--- src/include/bfc_pkg.sv ---
// Package holding constants and types of the buck fault and frequency control block
package bfc_pkg;
	// ----------------------------------------------------------------
	// Clock and timing
	// ----------------------------------------------------------------
	localparam int          CLK_HZ          = 10_000_000;
	localparam int          BUCK_ENABLE_PIN_RETRY_MS = 2000;
	localparam int          BUCK_ENABLE_PIN_RETRY_CYC = (CLK_HZ / 1000) * BUCK_ENABLE_PIN_RETRY_MS;
	localparam int          FAULT_RETRY_MS  = 100;
	localparam int          FAULT_RETRY_CYC = (CLK_HZ / 1000) * FAULT_RETRY_MS;
	localparam int          DROOP_MS        = 16;
	localparam int          DROOP_CYC       = (CLK_HZ / 1000) * DROOP_MS;
	localparam int          TMR_W           = 26;
	localparam logic [2:0]  PEAK_RUN_LIMIT  = 3'h4;
	// ----------------------------------------------------------------
	// Frequency select: 0 is the fastest (2.2 MHz) setting, 7 the slowest
	// ----------------------------------------------------------------
	localparam logic [2:0]  FSEL_POR        = 3'h0;
	localparam logic [2:0]  DC_LIMIT_SELECT_THERMAL    = 3'h1;
	localparam logic [2:0]  DC_LIMIT_SELECT_MIN        = 3'h0;
	localparam logic [1:0]  ADV_MIN         = 2'h0;
	// Half-period of each oscillator setting in system clock cycles (coarse at 10 MHz)
	localparam logic [7:0]  HALF_P0 = 8'h02;
	localparam logic [7:0]  HALF_P1 = 8'h03;
	localparam logic [7:0]  HALF_P2 = 8'h04;
	localparam logic [7:0]  HALF_P3 = 8'h05;
	localparam logic [7:0]  HALF_P4 = 8'h07;
	localparam logic [7:0]  HALF_P5 = 8'h0a;
	localparam logic [7:0]  HALF_P6 = 8'h0e;
	localparam logic [7:0]  HALF_P7 = 8'h10;
	// Sync clock tolerance window in percent
	localparam int          SYNC_TOL_PCT    = 20;
	localparam logic [7:0]  DITHER_MAX      = 8'h01;
	// ----------------------------------------------------------------
	// Converter states
	// ----------------------------------------------------------------
	typedef enum logic [4:0] {
		BFC_OFF   = 5'b00001,
		BFC_RUN   = 5'b00010,
		BFC_FAULT = 5'b00100,
		BFC_RETRY = 5'b01000,
		BFC_SHORTB = 5'b10000
	} bfc_state_e;
endpackage : bfc_pkg

--- src/core/bfc_sync2.sv ---
// Two flip-flop synchroniser for one pin level
`timescale 1ns/100ps
module bfc_sync2
	import bfc_pkg::*;
(
	input  wire logic clk_in,
	input  wire logic rst_in,
	input  wire logic d_in,
	output logic      q_out
);
	logic meta;
	// ----------------------------------------------------------------
	// Stage one is read only by stage two
	// ----------------------------------------------------------------
	always_ff @(posedge clk_in or posedge rst_in) begin
		if (rst_in) begin
			meta  <= 1'b0;
			q_out <= 1'b0;
		end else begin
			meta  <= d_in;
			q_out <= meta;
		end
	end
endmodule : bfc_sync2

--- src/core/bfc_retry_timer.sv ---
// Loadable down-counter used for the enable and fault retry timers
`timescale 1ns/100ps
module bfc_retry_timer
	import bfc_pkg::*;
(
	input  wire logic             clk_in,
	input  wire logic             rst_in,
	input  wire logic             start_in,
	input  wire logic [TMR_W-1:0] load_in,
	output logic                  busy_out
);
	logic [TMR_W-1:0] count;
	// ----------------------------------------------------------------
	// A new start reloads, so a fresh fault restarts the wait
	// ----------------------------------------------------------------
	always_ff @(posedge clk_in or posedge rst_in) begin
		if (rst_in) begin
			count <= '0;
		end else if (start_in) begin
			count <= load_in;
		end else if (count != '0) begin
			count <= count - 1'b1;
		end
	end
	assign busy_out = (count != '0);
endmodule : bfc_retry_timer

--- src/core/bfc_core.sv ---
// Fault supervision, retry timing, oscillator, sync and thermal foldback of the buck
`timescale 1ns/100ps
// Behaviour
// - UV, OV or overtemperature resets the buck; retry timer runs after clearing.
// - Enable pin falling starts a 2 s timer holding the buck off.
// - Three-bit frequency select picks one of eight settings; reset value is 2.2 MHz.
// - Standalone variant loads frequency select from strap one at startup.
// - Sync as output forbids skip mode and drives inverted oscillator clock.
// - Sync input high or clocked forces PWM; low allows skip for Type-A only.
// - External sync within 20 percent of programmed frequency is followed.
// - Forced PWM keeps switching at fixed frequency at every load.
// - Spread-spectrum enable bit is preloaded from strap one on both variants.
// - Dithering lowers frequency by 3 to 20 percent (one extra cycle per period), internal oscillator only.
// - Peak or DC limit exceeded turns the high-side switch off at once.
// - I2C variant: 16 ms droop limit sets flag, fault pin; resets unless inhibited.
// - Standalone: 16 ms droop limit asserts fault pin, no reset, current source.
// - Below 2.0 V with DC limit or four peak cycles resets immediately.
// - Short to ground or UV resets, flags fault, retries soft-start repeatedly.
// - Short to battery stops switching, drops isolation gate, flags, holds while present.
// - Thermal shutdown above 165 C, restart after cooling 10 C.
// - Standalone thermal warning lowers limit and advertisement one step.
// - I2C thermal warning lowers advertisement one step, forces 1.62 A limit.
// - Foldback never resets the bus nor changes detection mode.
// - Three-bit DC limit select; standalone offers a strap-chosen subset.
// - Straps are sampled only at power-on reset.
module bfc_core
	import bfc_pkg::*;
#(
	parameter int BUCK_ENABLE_PIN_RETRY = BUCK_ENABLE_PIN_RETRY_CYC,
	parameter int FAULT_RETRY  = FAULT_RETRY_CYC,
	parameter int DROOP_TIME   = DROOP_CYC
)(
	input  wire logic       SYS_CLK_IN,
	input  wire logic       RST_IN,
	input  wire logic       STANDALONE_IN,
	input  wire logic       BUCK_ENABLE_PIN_IN,
	input  wire logic       UV_FAULT_IN,
	input  wire logic       OV_FAULT_IN,
	input  wire logic       OVERTEMP_IN,
	input  wire logic       THERMAL_WARN_IN,
	input  wire logic       SHORT_BATT_IN,
	input  wire logic       PEAK_LIMIT_IN,
	input  wire logic       DC_LIMIT_IN,
	input  wire logic       OUT_BELOW_RESET_IN,
	input  wire logic       OUT_BELOW_2V_IN,
	input  wire logic       SYNC_IN,
	input  wire logic       TYPE_A_IN,
	input  wire logic [2:0] STRAP_PIN_ONE_FSEL_IN,
	input  wire logic       STRAP_PIN_ONE_SS_IN,
	input  wire logic       STRAP_PIN_ONE_DIR_IN,
	input  wire logic [2:0] STRAP_PIN_THREE_DC_LIMIT_SELECT_IN,
	input  wire logic [1:0] STRAP_PIN_THREE_ADV_IN,
	input  wire logic       CFG_WE_IN,
	input  wire logic [2:0] OSC_FREQ_SELECT_IN,
	input  wire logic       SS_ENABLE_IN,
	input  wire logic       SYNC_DIR_IN_IN,
	input  wire logic [2:0] DC_LIMIT_SELECT_IN,
	input  wire logic [1:0] SOURCE_CURRENT_ADVERT_IN,
	input  wire logic       DROOP_RESET_INHIBIT_IN,
	input  wire logic       FLAG_CLEAR_IN,
	output logic            BUCK_RUN_OUT,
	output logic            HIGH_SIDE_OFF_OUT,
	output logic            ISOLATION_GATE_DRIVE_OUT,
	output logic            FAULT_N_OUT,
	output logic            OVERCURRENT_DROOP_FLAG_OUT,
	output logic            SHORT_FAULT_FLAG_OUT,
	output logic            FORCED_PWM_OUT,
	output logic            SYNC_OUT,
	output logic            SYNC_OE_OUT,
	output logic            SW_CLK_OUT,
	output logic [2:0]      OSC_FREQ_SELECT_OUT,
	output logic [2:0]      EFF_DC_LIMIT_OUT,
	output logic [1:0]      EFF_ADVERT_OUT
);
	// ----------------------------------------------------------------
	// Pin synchronisers
	// ----------------------------------------------------------------
	logic en_s, uv_s, ov_s, ot_s, tw_s, sb_s, pk_s, dc_s, lo_s, l2_s, sy_s;
	bfc_sync2 u_s_en (.clk_in(SYS_CLK_IN), .rst_in(RST_IN), .d_in(BUCK_ENABLE_PIN_IN), .q_out(en_s));
	bfc_sync2 u_s_uv (.clk_in(SYS_CLK_IN), .rst_in(RST_IN), .d_in(UV_FAULT_IN), .q_out(uv_s));
	bfc_sync2 u_s_ov (.clk_in(SYS_CLK_IN), .rst_in(RST_IN), .d_in(OV_FAULT_IN), .q_out(ov_s));
	bfc_sync2 u_s_ot (.clk_in(SYS_CLK_IN), .rst_in(RST_IN), .d_in(OVERTEMP_IN), .q_out(ot_s));
	bfc_sync2 u_s_tw (.clk_in(SYS_CLK_IN), .rst_in(RST_IN), .d_in(THERMAL_WARN_IN), .q_out(tw_s));
	bfc_sync2 u_s_sb (.clk_in(SYS_CLK_IN), .rst_in(RST_IN), .d_in(SHORT_BATT_IN), .q_out(sb_s));
	bfc_sync2 u_s_pk (.clk_in(SYS_CLK_IN), .rst_in(RST_IN), .d_in(PEAK_LIMIT_IN), .q_out(pk_s));
	bfc_sync2 u_s_dc (.clk_in(SYS_CLK_IN), .rst_in(RST_IN), .d_in(DC_LIMIT_IN), .q_out(dc_s));
	bfc_sync2 u_s_lo (.clk_in(SYS_CLK_IN), .rst_in(RST_IN), .d_in(OUT_BELOW_RESET_IN), .q_out(lo_s));
	bfc_sync2 u_s_l2 (.clk_in(SYS_CLK_IN), .rst_in(RST_IN), .d_in(OUT_BELOW_2V_IN), .q_out(l2_s));
	bfc_sync2 u_s_sy (.clk_in(SYS_CLK_IN), .rst_in(RST_IN), .d_in(SYNC_IN), .q_out(sy_s));

	// ----------------------------------------------------------------
	// Configuration: straps caught once after reset release
	// ----------------------------------------------------------------
	logic       strap_done;
	logic [2:0] fsel;
	logic       ss_en, dir_in, inhibit;
	logic [2:0] dc_limit_select_sel;
	logic [1:0] adv_sel;
	// Straps only read on the first cycle after reset; later pin changes are ignored
	always_ff @(posedge SYS_CLK_IN or posedge RST_IN) begin
		if (RST_IN) begin
			strap_done <= 1'b0;
			fsel       <= FSEL_POR;
			ss_en      <= 1'b0;
			dir_in     <= 1'b1;
			dc_limit_select_sel   <= DC_LIMIT_SELECT_MIN;
			adv_sel    <= ADV_MIN;
			inhibit    <= 1'b0;
		end else if (!strap_done) begin
			strap_done <= 1'b1;
			ss_en      <= STRAP_PIN_ONE_SS_IN;
			dir_in     <= STRAP_PIN_ONE_DIR_IN;
			if (STANDALONE_IN) begin
				fsel     <= STRAP_PIN_ONE_FSEL_IN;
				dc_limit_select_sel <= STRAP_PIN_THREE_DC_LIMIT_SELECT_IN;
				adv_sel  <= STRAP_PIN_THREE_ADV_IN;
			end
		end else if (CFG_WE_IN && !STANDALONE_IN) begin
			fsel     <= OSC_FREQ_SELECT_IN;
			ss_en    <= SS_ENABLE_IN;
			dir_in   <= SYNC_DIR_IN_IN;
			dc_limit_select_sel <= DC_LIMIT_SELECT_IN;
			adv_sel  <= SOURCE_CURRENT_ADVERT_IN;
			inhibit  <= DROOP_RESET_INHIBIT_IN;
		end
	end

	// ----------------------------------------------------------------
	// Thermal foldback: changes limits only, never state or detection
	// ----------------------------------------------------------------
	always_ff @(posedge SYS_CLK_IN or posedge RST_IN) begin
		if (RST_IN) begin
			EFF_DC_LIMIT_OUT <= DC_LIMIT_SELECT_MIN;
			EFF_ADVERT_OUT   <= ADV_MIN;
		end else begin
			EFF_DC_LIMIT_OUT <= dc_limit_select_sel;
			EFF_ADVERT_OUT   <= adv_sel;
			if (tw_s) begin
				EFF_ADVERT_OUT <= (adv_sel == ADV_MIN) ? ADV_MIN : adv_sel - 2'h1;
				if (STANDALONE_IN)
					EFF_DC_LIMIT_OUT <= (dc_limit_select_sel == DC_LIMIT_SELECT_MIN) ? DC_LIMIT_SELECT_MIN : dc_limit_select_sel - 3'h1;
				else
					EFF_DC_LIMIT_OUT <= DC_LIMIT_SELECT_THERMAL;
			end
		end
	end

	// ----------------------------------------------------------------
	// Internal oscillator with optional dither
	// ----------------------------------------------------------------
	logic [7:0] half_p, osc_cnt, dith;
	logic       osc, osc_tick, ext_mode;
	always_comb begin
		case (fsel)
			3'h0: half_p = HALF_P0;
			3'h1: half_p = HALF_P1;
			3'h2: half_p = HALF_P2;
			3'h3: half_p = HALF_P3;
			3'h4: half_p = HALF_P4;
			3'h5: half_p = HALF_P5;
			3'h6: half_p = HALF_P6;
			default: half_p = HALF_P7;
		endcase
	end
	// Dither stretches alternate half periods; coarse at this clock, bounded by DITHER_MAX
	always_ff @(posedge SYS_CLK_IN or posedge RST_IN) begin
		if (RST_IN) begin
			osc_cnt <= 8'h00;
			osc     <= 1'b0;
			dith    <= 8'h00;
		end else if (osc_cnt + 8'h01 >= half_p + dith) begin
			osc_cnt <= 8'h00;
			osc     <= ~osc;
			dith    <= (ss_en && !ext_mode && dith == 8'h00) ? DITHER_MAX : 8'h00;
		end else begin
			osc_cnt <= osc_cnt + 8'h01;
		end
	end
	assign osc_tick = (osc_cnt == 8'h00);

	// ----------------------------------------------------------------
	// Sync pin: edge period measurement and mode selection
	// ----------------------------------------------------------------
	logic       sy_d, sy_rise;
	logic [9:0] per_cnt, lo_bound, hi_bound;
	logic [1:0] good_edges;
	assign sy_rise  = sy_s & ~sy_d;
	assign lo_bound = 10'((({2'h0, half_p} << 1) * (100 - SYNC_TOL_PCT)) / 100);
	assign hi_bound = 10'((({2'h0, half_p} << 1) * (100 + SYNC_TOL_PCT)) / 100);
	assign ext_mode = dir_in && (good_edges == 2'h3);
	// Three in-range periods in a row are needed before following the external clock
	always_ff @(posedge SYS_CLK_IN or posedge RST_IN) begin
		if (RST_IN) begin
			sy_d       <= 1'b0;
			per_cnt    <= 10'h000;
			good_edges <= 2'h0;
		end else begin
			sy_d <= sy_s;
			if (sy_rise) begin
				per_cnt <= 10'h000;
				if (per_cnt + 10'h001 >= lo_bound && per_cnt + 10'h001 <= hi_bound)
					good_edges <= (good_edges == 2'h3) ? 2'h3 : good_edges + 2'h1;
				else
					good_edges <= 2'h0;
			end else if (per_cnt > hi_bound) begin
				good_edges <= 2'h0;
			end else begin
				per_cnt <= per_cnt + 10'h001;
			end
		end
	end
	// Sync direction, skip permission and the switching clock
	always_ff @(posedge SYS_CLK_IN or posedge RST_IN) begin
		if (RST_IN) begin
			SYNC_OE_OUT    <= 1'b0;
			SYNC_OUT       <= 1'b0;
			FORCED_PWM_OUT <= 1'b1;
			SW_CLK_OUT     <= 1'b0;
		end else begin
			SYNC_OE_OUT <= ~dir_in;
			SYNC_OUT    <= dir_in ? 1'b0 : ~osc;
			// Skip only with input direction, low pin, no clock and Type-A
			FORCED_PWM_OUT <= !dir_in || sy_s || ext_mode || !TYPE_A_IN;
			SW_CLK_OUT  <= ext_mode ? sy_s : osc;
		end
	end

	// ----------------------------------------------------------------
	// Current limit: peak run and droop timer
	// ----------------------------------------------------------------
	bfc_state_e       state, next_state;
	logic [2:0]       peak_run;
	logic [TMR_W-1:0] droop_cnt;
	logic             limit_now, droop_hit, hard_short;
	assign limit_now  = pk_s | dc_s;
	assign droop_hit  = (droop_cnt == TMR_W'(DROOP_TIME));
	assign hard_short = l2_s && (dc_s || peak_run >= PEAK_RUN_LIMIT);
	// Peak events counted once per switching cycle; a clean cycle restarts the count
	always_ff @(posedge SYS_CLK_IN or posedge RST_IN) begin
		if (RST_IN) begin
			peak_run <= 3'h0;
		end else if (osc_tick && osc) begin
			peak_run <= pk_s ? ((peak_run >= PEAK_RUN_LIMIT) ? peak_run : peak_run + 3'h1) : 3'h0;
		end
	end
	always_ff @(posedge SYS_CLK_IN or posedge RST_IN) begin
		if (RST_IN) begin
			droop_cnt <= '0;
		end else if (limit_now && lo_s && !l2_s && state == BFC_RUN) begin
			droop_cnt <= droop_hit ? droop_cnt : droop_cnt + 1'b1;
		end else begin
			droop_cnt <= '0;
		end
	end
	always_ff @(posedge SYS_CLK_IN or posedge RST_IN) begin
		if (RST_IN) HIGH_SIDE_OFF_OUT <= 1'b1;
		else HIGH_SIDE_OFF_OUT <= limit_now || state != BFC_RUN;
	end

	// ----------------------------------------------------------------
	// Retry timers
	// ----------------------------------------------------------------
	logic en_d, en_fall, en_busy, flt_busy, flt_start, fault_now, droop_reset;
	assign en_fall     = en_d & ~en_s;
	assign fault_now   = uv_s | ov_s | ot_s;
	assign droop_reset = droop_hit && !STANDALONE_IN && !inhibit;
	always_ff @(posedge SYS_CLK_IN or posedge RST_IN) begin
		if (RST_IN) en_d <= 1'b0;
		else en_d <= en_s;
	end
	bfc_retry_timer u_en_tmr (
		.clk_in(SYS_CLK_IN), .rst_in(RST_IN), .start_in(en_fall),
		.load_in(TMR_W'(BUCK_ENABLE_PIN_RETRY)), .busy_out(en_busy));
	bfc_retry_timer u_flt_tmr (
		.clk_in(SYS_CLK_IN), .rst_in(RST_IN), .start_in(flt_start),
		.load_in(TMR_W'(FAULT_RETRY)), .busy_out(flt_busy));

	// ----------------------------------------------------------------
	// Converter state machine
	// ----------------------------------------------------------------
	always_comb begin
		next_state = state;
		flt_start  = 1'b0;
		case (state)
			BFC_OFF:
				if (sb_s) next_state = BFC_SHORTB;
				else if (fault_now) next_state = BFC_FAULT;
				else if (en_s && !en_busy && !flt_busy && strap_done) next_state = BFC_RUN;
			BFC_RUN:
				if (sb_s) next_state = BFC_SHORTB;
				else if (fault_now || hard_short || droop_reset) next_state = BFC_FAULT;
				else if (!en_s) next_state = BFC_OFF;
			BFC_FAULT:
				if (sb_s) next_state = BFC_SHORTB;
				else if (!fault_now) begin
					next_state = BFC_RETRY;
					flt_start  = 1'b1;
				end
			BFC_RETRY:
				if (sb_s) next_state = BFC_SHORTB;
				else if (fault_now) next_state = BFC_FAULT;
				else if (!flt_busy) next_state = BFC_OFF;
			BFC_SHORTB:
				if (!sb_s) begin
					next_state = BFC_RETRY;
					flt_start  = 1'b1;
				end
			default: next_state = BFC_OFF;
		endcase
	end
	always_ff @(posedge SYS_CLK_IN or posedge RST_IN) begin
		if (RST_IN) state <= BFC_OFF;
		else state <= next_state;
	end

	// ----------------------------------------------------------------
	// Outputs and sticky flags; a set in the clear cycle wins
	// ----------------------------------------------------------------
	logic droop_evt, short_evt;
	assign droop_evt = droop_hit && state == BFC_RUN;
	assign short_evt = (state == BFC_RUN && (uv_s || hard_short)) || sb_s;
	always_ff @(posedge SYS_CLK_IN or posedge RST_IN) begin
		if (RST_IN) begin
			OVERCURRENT_DROOP_FLAG_OUT <= 1'b0;
			SHORT_FAULT_FLAG_OUT       <= 1'b0;
		end else begin
			if (droop_evt && !STANDALONE_IN) OVERCURRENT_DROOP_FLAG_OUT <= 1'b1;
			else if (FLAG_CLEAR_IN) OVERCURRENT_DROOP_FLAG_OUT <= 1'b0;
			if (short_evt) SHORT_FAULT_FLAG_OUT <= 1'b1;
			else if (FLAG_CLEAR_IN) SHORT_FAULT_FLAG_OUT <= 1'b0;
		end
	end
	always_ff @(posedge SYS_CLK_IN or posedge RST_IN) begin
		if (RST_IN) begin
			BUCK_RUN_OUT             <= 1'b0;
			ISOLATION_GATE_DRIVE_OUT <= 1'b0;
			FAULT_N_OUT              <= 1'b1;
			OSC_FREQ_SELECT_OUT      <= FSEL_POR;
		end else begin
			BUCK_RUN_OUT             <= (next_state == BFC_RUN);
			ISOLATION_GATE_DRIVE_OUT <= (next_state != BFC_SHORTB) && strap_done;
			// Fault pin low while droop or short faults are flagged, or short present
			FAULT_N_OUT <= !(droop_evt || short_evt || state == BFC_SHORTB
				|| OVERCURRENT_DROOP_FLAG_OUT || SHORT_FAULT_FLAG_OUT);
			OSC_FREQ_SELECT_OUT <= fsel;
		end
	end

	// ----------------------------------------------------------------
	// Checks
	// ----------------------------------------------------------------
	property p_buck_enable_pin_hold;
		@(posedge SYS_CLK_IN) disable iff (RST_IN) en_fall |=> !BUCK_RUN_OUT [*8];
	endproperty
	a_buck_enable_pin_hold: assert property (p_buck_enable_pin_hold) else $error("buck ran after enable fall");
	property p_fault_off;
		@(posedge SYS_CLK_IN) disable iff (RST_IN) fault_now |=> ##1 !BUCK_RUN_OUT;
	endproperty
	a_fault_off: assert property (p_fault_off) else $error("buck on during fault");
	property p_retry_hold;
		@(posedge SYS_CLK_IN) disable iff (RST_IN) flt_start |=> !BUCK_RUN_OUT [*4];
	endproperty
	a_retry_hold: assert property (p_retry_hold) else $error("retry timer ignored");
	property p_sync_out;
		@(posedge SYS_CLK_IN) disable iff (RST_IN) !dir_in |=> SYNC_OE_OUT && FORCED_PWM_OUT;
	endproperty
	a_sync_out: assert property (p_sync_out) else $error("sync output mode wrong");
	property p_sync_hi;
		@(posedge SYS_CLK_IN) disable iff (RST_IN) (dir_in && sy_s) |=> FORCED_PWM_OUT;
	endproperty
	a_sync_hi: assert property (p_sync_hi) else $error("high sync did not force PWM");
	property p_limit_off;
		@(posedge SYS_CLK_IN) disable iff (RST_IN) limit_now |=> HIGH_SIDE_OFF_OUT;
	endproperty
	a_limit_off: assert property (p_limit_off) else $error("high side not off at limit");
	property p_shortb;
		@(posedge SYS_CLK_IN) disable iff (RST_IN) sb_s |=> (!ISOLATION_GATE_DRIVE_OUT && !FAULT_N_OUT);
	endproperty
	a_shortb: assert property (p_shortb) else $error("short to battery not handled");
	property p_hard_short;
		@(posedge SYS_CLK_IN) disable iff (RST_IN) (state == BFC_RUN && hard_short) |=> state == BFC_FAULT;
	endproperty
	a_hard_short: assert property (p_hard_short) else $error("low output short not reset");
	property p_sa_no_reset;
		@(posedge SYS_CLK_IN) disable iff (RST_IN)
			(STANDALONE_IN && droop_evt && !fault_now && !hard_short && !sb_s && en_s) |=> state == BFC_RUN;
	endproperty
	a_sa_no_reset: assert property (p_sa_no_reset) else $error("standalone reset on droop");
	property p_foldback;
		@(posedge SYS_CLK_IN) disable iff (RST_IN) (tw_s && !STANDALONE_IN) |=> EFF_DC_LIMIT_OUT == DC_LIMIT_SELECT_THERMAL;
	endproperty
	a_foldback: assert property (p_foldback) else $error("thermal limit not forced");
endmodule : bfc_core

--- config.mk ---
export PLATFORM = sky130hd
export DESIGN_NAME = bfc_core
export DESIGN_NICKNAME = d
export VERILOG_FILES = /design/src/include/bfc_pkg.sv /design/src/core/bfc_sync2.sv /design/src/core/bfc_retry_timer.sv /design/src/core/bfc_core.sv
export SDC_FILE = /design/constraint.sdc
export NUM_CORES = 1
export LEC_CHECK = 0
export BUFFER_PORTS_ARGS = -buffer_cell sky130_fd_sc_hd__buf_2
export CAP_MARGIN = 5
export CORE_AREA = 2 2 171 207
export CTS_CLUSTER_SIZE = 20
export DETAILED_ROUTE_END_ITERATION = 10
export DIE_AREA = 0 0 173 209
export HOLD_SLACK_MARGIN = 0.15
export SLEW_MARGIN = 20
export SYNTH_ARGS = -nofsm -noshare
export SYNTH_HDL_FRONTEND = slang
export SYNTH_SLANG_ARGS = --single-unit
--- constraint.sdc ---
create_clock -name SYS_CLK_IN -period 9.7 [get_ports SYS_CLK_IN]
set_clock_uncertainty 0.2 [all_clocks]
set_input_delay 1.455 -clock SYS_CLK_IN [delete_from_list [all_inputs] [get_ports SYS_CLK_IN]]
set_output_delay 1.455 -clock SYS_CLK_IN [all_outputs]
set_load 0.01 [all_outputs]
## Word level (Yosys, flattened, before mapping)

Cells that the tools add are included.

| cells by class | value |
|---|---|
| add/sub/neg operators | 10 |
| $mul | 2 |
| divide/modulo/power cells | 2 |
| magnitude comparators | 5 |
| equal/unequal tests | 20 |
| shifts and indexed selects | 0 |
| muxes and demuxes | 57 |
| bitwise operators | 9 |
| reduce and logical (&&, ||, !) cells | 57 |

Operators by type and width:

| cell | count |
|---|---|
| 2-to-1 mux 26 bit | 6 |
| divider 32 x 7 -> 32 bit (second input constant) | 2 |
| 2-to-1 mux 5 bit | 12 |
| nonzero test 26 bit | 2 |
| subtractor 26 x 1 -> 26 bit (second input constant) | 2 |
| one-hot mux 5 bit (7 select lines) | 1 |
| 2-to-1 mux 3 bit | 11 |
| adder 26 x 1 -> 26 bit (second input constant) | 1 |
| == test 26 x 18 -> 1 bit (second input constant) | 1 |
| one-hot mux 5 bit (5 select lines) | 1 |
| 2-to-1 mux 10 bit | 2 |
| logical AND 1 bit | 19 |
| 2-to-1 mux 2 bit | 9 |
| zero test 8 bit | 2 |
| logical OR 1 bit | 13 |
| 2-to-1 mux 1 bit | 13 |
| multiplier 8 x 4 -> 12 bit (second input constant) | 1 |
| nonzero test 2 bit | 6 |
| multiplier 8 x 3 -> 11 bit (second input constant) | 1 |
| adder 10 x 1 -> 10 bit (second input constant) | 1 |
| == test 5 x 2 -> 1 bit (second input constant) | 2 |
| >= comparator 10 bit | 1 |
| greater-than comparator 10 bit | 1 |
| <= comparator 10 bit | 1 |
| 29 further kinds | 51 |

| word-level totals | value |
|---|---|
| bits in registers | 169 |
| bits in latches | 0 |
| bits in writable memories | 0 |
| ROM bits | 0 |
| input port bits | 38 |
| memories | 0 |

## Depth between registers and ports, before layout

| logic depth | value |
|---|---|
| word-level depth | 11 |
| depth in mapped cells | 47 |
| mapped depth without buffers | 44 |

## Cells and area by module

From an unflattened synthesis, not the netlist that was laid out.

| second synthesis, totals | value |
|---|---|
| cells, all modules | 1252 |
| area, all modules | 11244.5 um2 |

By module, submodules not included:

| module | times used | cells an instance | area an instance (um2) | seq. area each (um2) |
|---|---|---|---|---|
| bfc_core | 1 | 883 | 7659.8 | 2208.4 |
| bfc_retry_timer | 2 | 168 | 1496.4 | 650.6 |
| bfc_sync2 | 11 | 3 | 53.8 | 50.0 |

## Least setup slack after synthesis

OpenSTA, ideal clock, no wires.

| path | value |
|---|---|
| kind | register to register |
| start | register fsel[0] |
| end | register per_cnt[4] |
| setup time | 78 ps |
| arrival | 8148 ps |
| required time | 9422 ps |
| slack | 1274 ps |
| stages on the path, launching flop included | 39 |
| path through | dfrtp_1 > buf_4 > buf_2 > inv_1 > nand2_1 > a21oi_1 > ha_1 > xor2_1 > ha_1 > ha_1 > and3b_1 > a41o_1 > o211ai_1 > and4_1 > buf_4 > xnor2_2 > ha_1 > nor3_1 > [3 not listed] > xor2_2 > o221ai_2 > nand2_2 > nor2_1 > o31a_1 > ha_1 > nor2b_1 > mux2_2 > a221oi_1 > a31oi_1 > or4_1 > ha_1 > and4_1 > a31oi_1 > nor2_1 > nand2_1 > or3_1 > a21oi_1 |

| on the way | value |
|---|---|
| cells in the longest elaborated chain, start to end | 6 |
| elaborated cells between the ends (all ways) | 12 |

Ends and longest elaborated chain:

| item | RTL line | RTL |
|---|---|---|
| from (decl) | bfc_core.sv:95 | `logic [2:0] fsel;` |
| from (signal assigned) | bfc_core.sv:103 | `fsel <= FSEL_POR;` |
| from (signal assigned) | bfc_core.sv:114 | `fsel <= STRAP_PIN_ONE_FSEL_IN;` |
| from (signal assigned) | bfc_core.sv:119 | `fsel <= OSC_FREQ_SELECT_IN;` |
| == test 3 bit, or another cell as far along | bfc_core.sv:154 | `case (fsel)` |
| one-hot mux 5 bit (7 select lines) (*) | bfc_core.sv:154 |  |
| multiplier 8 x 4 -> 12 bit (*) | bfc_core.sv:189 | `assign hi_bound = 10'((({2'h0, half_p} << 1) * (100 + SYNC_TOL_PCT)) / 100);` |
| divider 32 x 7 -> 32 bit (*) | bfc_core.sv:189 |  |
| greater-than comparator 10 bit (*) | bfc_core.sv:205 | `end else if (per_cnt > hi_bound) begin` |
| inequality test 2 bit (no source line) (*) | n/a |  |
| to (signal assigned) | bfc_core.sv:208 | `per_cnt <= per_cnt + 10'h001;` |
| to (decl) | bfc_core.sv:185 | `logic [9:0] per_cnt, lo_bound, hi_bound;` |

Every way passes the cells marked *; elsewhere a longest branch is shown, timed or not.
A chain may end at the register's enable or synchronous reset.

## Worst setup path after layout

| path | value |
|---|---|
| start | register fsel[1] |
| end | register per_cnt[4] |

The elaborated chain is that of the path after synthesis.

==> flow_metrics.tcl <==
set metrics [dict create \
    status "complete, no violations" \
    drt_iter0_drc 548 \
    ys_ff_latch 162 \
    worst-path-buf-inv 2 \
    cts_buffers 17 \
    viasPerCell 5.10 \
    drv_cap 0 \
    num_antenna_cells 0 \
    start_util_pct 30.4 \
    antenna_left 0 \
    syn-cell-area_um2 10400 \
    ys_seq_area_share_pct 38.9 \
    timing.rr.start "fsel[1]" \
    syn2layout_area_growth_pct 14.4 \
    clockPowerShare_pct 21.8 \
    cp_slowest_cell "or4_1" \
    dr.pass1.iters 5 \
    yosys_warnings 0 \
    io_buffers 55 \
    p_sw_w 0.00137 \
    grt_max_degree 90 \
    drc_errors 0 \
    synth-edff-count 0 \
    clock_path_buffers 2 \
    grt_overflow 0 \
    cts_tree "done" \
    holdWs_ns 0.148 \
    dpl.hpwl_um 17900 \
    hold_path_startpoint "u_s_ot.meta" \
    crit_arrival_ns 9.10 \
    peakVddDrop_mv 0.136 \
    setup_tns_ns 0 \
    rows 75 \
    crit_fanout 14 \
    cp.required_ns 9.86 \
    p_comb_share_pct 51.3 \
    holdCritPathClass "reg -> reg" \
    crit_top_cell "ha_1" \
    netSwitchingFraction_pct 42.4 \
    vias 8541 \
    routed_wl_um 24300 \
    finalHoldViolCount 0 \
    period_share_pct 92.2 \
    tightest_slew_ns 0.945 \
    htreeDepth 4 \
    cell_internal_pwr_w 0.00187 \
    cp_top_family "simple AND/OR/NAND/NOR gates" \
    grt.total_usage_pct 13.7 \
    die_h_um 209 \
    grt_pass1_vias 8232 \
    grt_pass1_wl_um 41000 \
    fmax_mhz 112 \
    p_total_w 0.00324 \
    cp-start-kind "flip-flop" \
    syn_avg_cell_area_um2 9.21 \
    leakage_nw 5.10 \
    async_flop_share_pct 100 \
    fin_crit_ns 8.94 \
    cts_root_buffer "clkbuf_16" \
    critical_path_class "reg -> reg" \
    clkTransAtPathRegs_ns 0.07 \
    startpoint "fsel[1]" \
    power_density_nw_per_um2 271 \
    setup_violations 0 \
    pin_count 56 \
    crit_path_max_incr_delay_ns 0.57 \
    relSlewSlack_pct 37.0 \
    drive_above_1_share_pct 14.7 \
    grt_antenna_before_repair 0 \
    cts_sinks 162 \
    rsz0062_at_grt "no" \
    gp_congestion 0.909 \
    synthFlopType "dfrtp_1" \
    cp-end-kind "flip-flop" \
    nets 1308 \
    syn_inst 1134 \
    fillers 3551 \
    yosysUniqueCellTypes 99 \
    die_w_um 173 \
    clk_latency_ns 0.44 \
    routedWlPerCell_um 14.5 \
    dieArea_um2 36200 \
    core_um2 34300 \
    maxSlewViolCount 0 \
    pwr-share-seq_pct 26.9 \
]
## final timing paths
kind | end | slack [ns] | cells past startpoint
worst max-delay path | per_cnt[4] | 0.76 | 36
worst min-delay path | u_s_ot.q_out | 0.15 | 0
worst max register to register | per_cnt[4] | 0.76 | 36
worst min register to register | u_s_ot.q_out | 0.15 | 0
max in group asynchronous | fsel[0] | 6.79 | 3
min in group asynchronous | sy_d | 0.94 | 2
## worst register-to-register path, delay by kind of cell, from the launching register on
kind                       cells  cell delay [ns]
and+or+nand+nor               14             3.27
AOI/OAI and AO/OA             11             2.33
adders and majority gates      6             1.73
DFF                            1             0.50
xor gates and xnor gates       2             0.32
buffers and inverters          2             0.26
muxes                          1             0.25
## area by class of cell
| class | count | area [um^2] | share of cell area (%) |
|---|---|---|---|
| tap | 462 | 578 | 4.84 |
| clock inverter | 15 | 186 | 1.56 |
| timing repair buffer | 72 | 410 | 3.43 |
| inverter | 41 | 161 | 1.35 |
| multi-input combinational | 905 | 6130 | 51.3 |
| sequential | 162 | 4060 | 34.0 |
| clock buffer | 17 | 425 | 3.56 |
## power by group through the flow
stage / Clock (W) / Sequential, W / Combinational, W
finish: 0.000708 / 0.000872 / 0.00166
global route: 0.000752 / 0.000888 / 0.00187
CTS: 0.000728 / 0.000872 / 0.00166
detailed placement: 0 / 0.000884 / 0.00165
global placement: 0 / 0.000882 / 0.00162
floorplan: 0 / 0.000843 / 0.00133
## timing repair
item | in CTS | in global routing
setup buffers | 0 | 0
hold buffers | 3 | 0
resized for setup | 0 | 6
setup endpoints to repair | 0 | 7
hold endpoints to repair | 3 | 0
## cell usage after synthesis, types with 6 or more instances
| cell type | number | share of area, % |
|---|---|---|
| or4_1 | 13 | 0.93 |
| and3_1 | 12 | 0.72 |
| a31oi_1 | 12 | 0.72 |
| nand2_1 | 105 | 3.8 |
| a21o_1 | 8 | 0.58 |
| a211oi_1 | 11 | 0.79 |
| xor2_1 | 40 | 3.4 |
| dfrtp_1 | 157 | 38 |
| inv_1 | 39 | 1.4 |
| clkbuf_1 | 22 | 0.79 |
| nand2b_1 | 20 | 1.2 |
| mux2_2 | 14 | 1.5 |
| or2_2 | 11 | 0.66 |
| and2_1 | 6 | 0.36 |
| nor2_1 | 126 | 4.5 |
| nand3_1 | 38 | 1.8 |
| o211ai_1 | 8 | 0.58 |
| nand4_1 | 14 | 0.84 |
| mux2i_1 | 15 | 1.4 |
| nor2b_1 | 27 | 1.6 |
| ha_1 | 70 | 8.4 |
| or3_1 | 21 | 1.3 |
| o21a_1 | 8 | 0.58 |
| nor4_1 | 15 | 0.90 |
| nor3_1 | 32 | 1.5 |
| xnor2_1 | 50 | 4.2 |
| o21ai_0 | 56 | 2.7 |
| a21oi_1 | 59 | 2.8 |
## state kept, by name (all words and copies together), names as in the netlist, 2 cells and up
register,flops
peak_run,3
good_edges,2
EFF_ADVERT_OUT,2
state,5
adv_sel,2
EFF_DC_LIMIT_OUT,3
osc_cnt,8
u_flt_tmr.count,26
droop_cnt,26
OSC_FREQ_SELECT_OUT,3
per_cnt,10
u_en_tmr.count,26
fsel,3
dc_limit_select_sel,3
## cell usage in the layout (no fill, tap or decap), types with 20 or more instances in the layout
cell type and n:
buf_2 55, inv_1 37, xor2_1 40, nand3_1 38, dfrtp_1 154, nand2b_1 20
nor2_1 126, or3_1 21, nor2b_1 27, o21ai_0 56, xnor2_1 50, ha_1 70
nand2_1 105, a21oi_1 58, nor3_1 32
## routing by layer
layer / vias to the layer above / part of all wire, % / global-route usage (%)
met2: 199 / 49 / 23.2
met4: 0 / 1.8 / 4.62
met1: 4126 / 46 / 18.0
met5: - / 0 / 0
li1: 4182 / - / -
met3: 34 / 3.5 / 1.93
## kinds of logic (layout without fill, tap and decap cells)
group | Yosys count | in the layout | synth area share, %
adders and majority gates | 71 | 71 | 8.58
xor gates and xnor gates | 93 | 93 | 8.12
AOI/OAI and AO/OA | 234 | 234 | 15.4
muxes | 33 | 33 | 3.57
DFF | 162 | 162 | 38.9
and+or+nand+nor | 466 | 466 | 22.5
other | 2 | 8 | 0.0719
buffers and inverters | 73 | 145 | 2.95
## through the flow
| stage | cell area [um^2] | instances | setup WS [ns] | utilization [%] |
|---|---|---|---|---|
| after floorplan | 10500 | 1140 | 1.27 | - |
| after global placement | 11300 | 1639 | 0.774 | 32.9 |
| after detailed placement | 11300 | 1639 | 0.595 | 32.9 |
| after CTS | 11900 | 1674 | 0.560 | 34.8 |
| after global routing | 12000 | 1674 | 0.0455 | 34.8 |
| final | 12000 | 1674 | 0.758 | 34.8 |
Note: power is estimated with default switching activity, not from simulation.
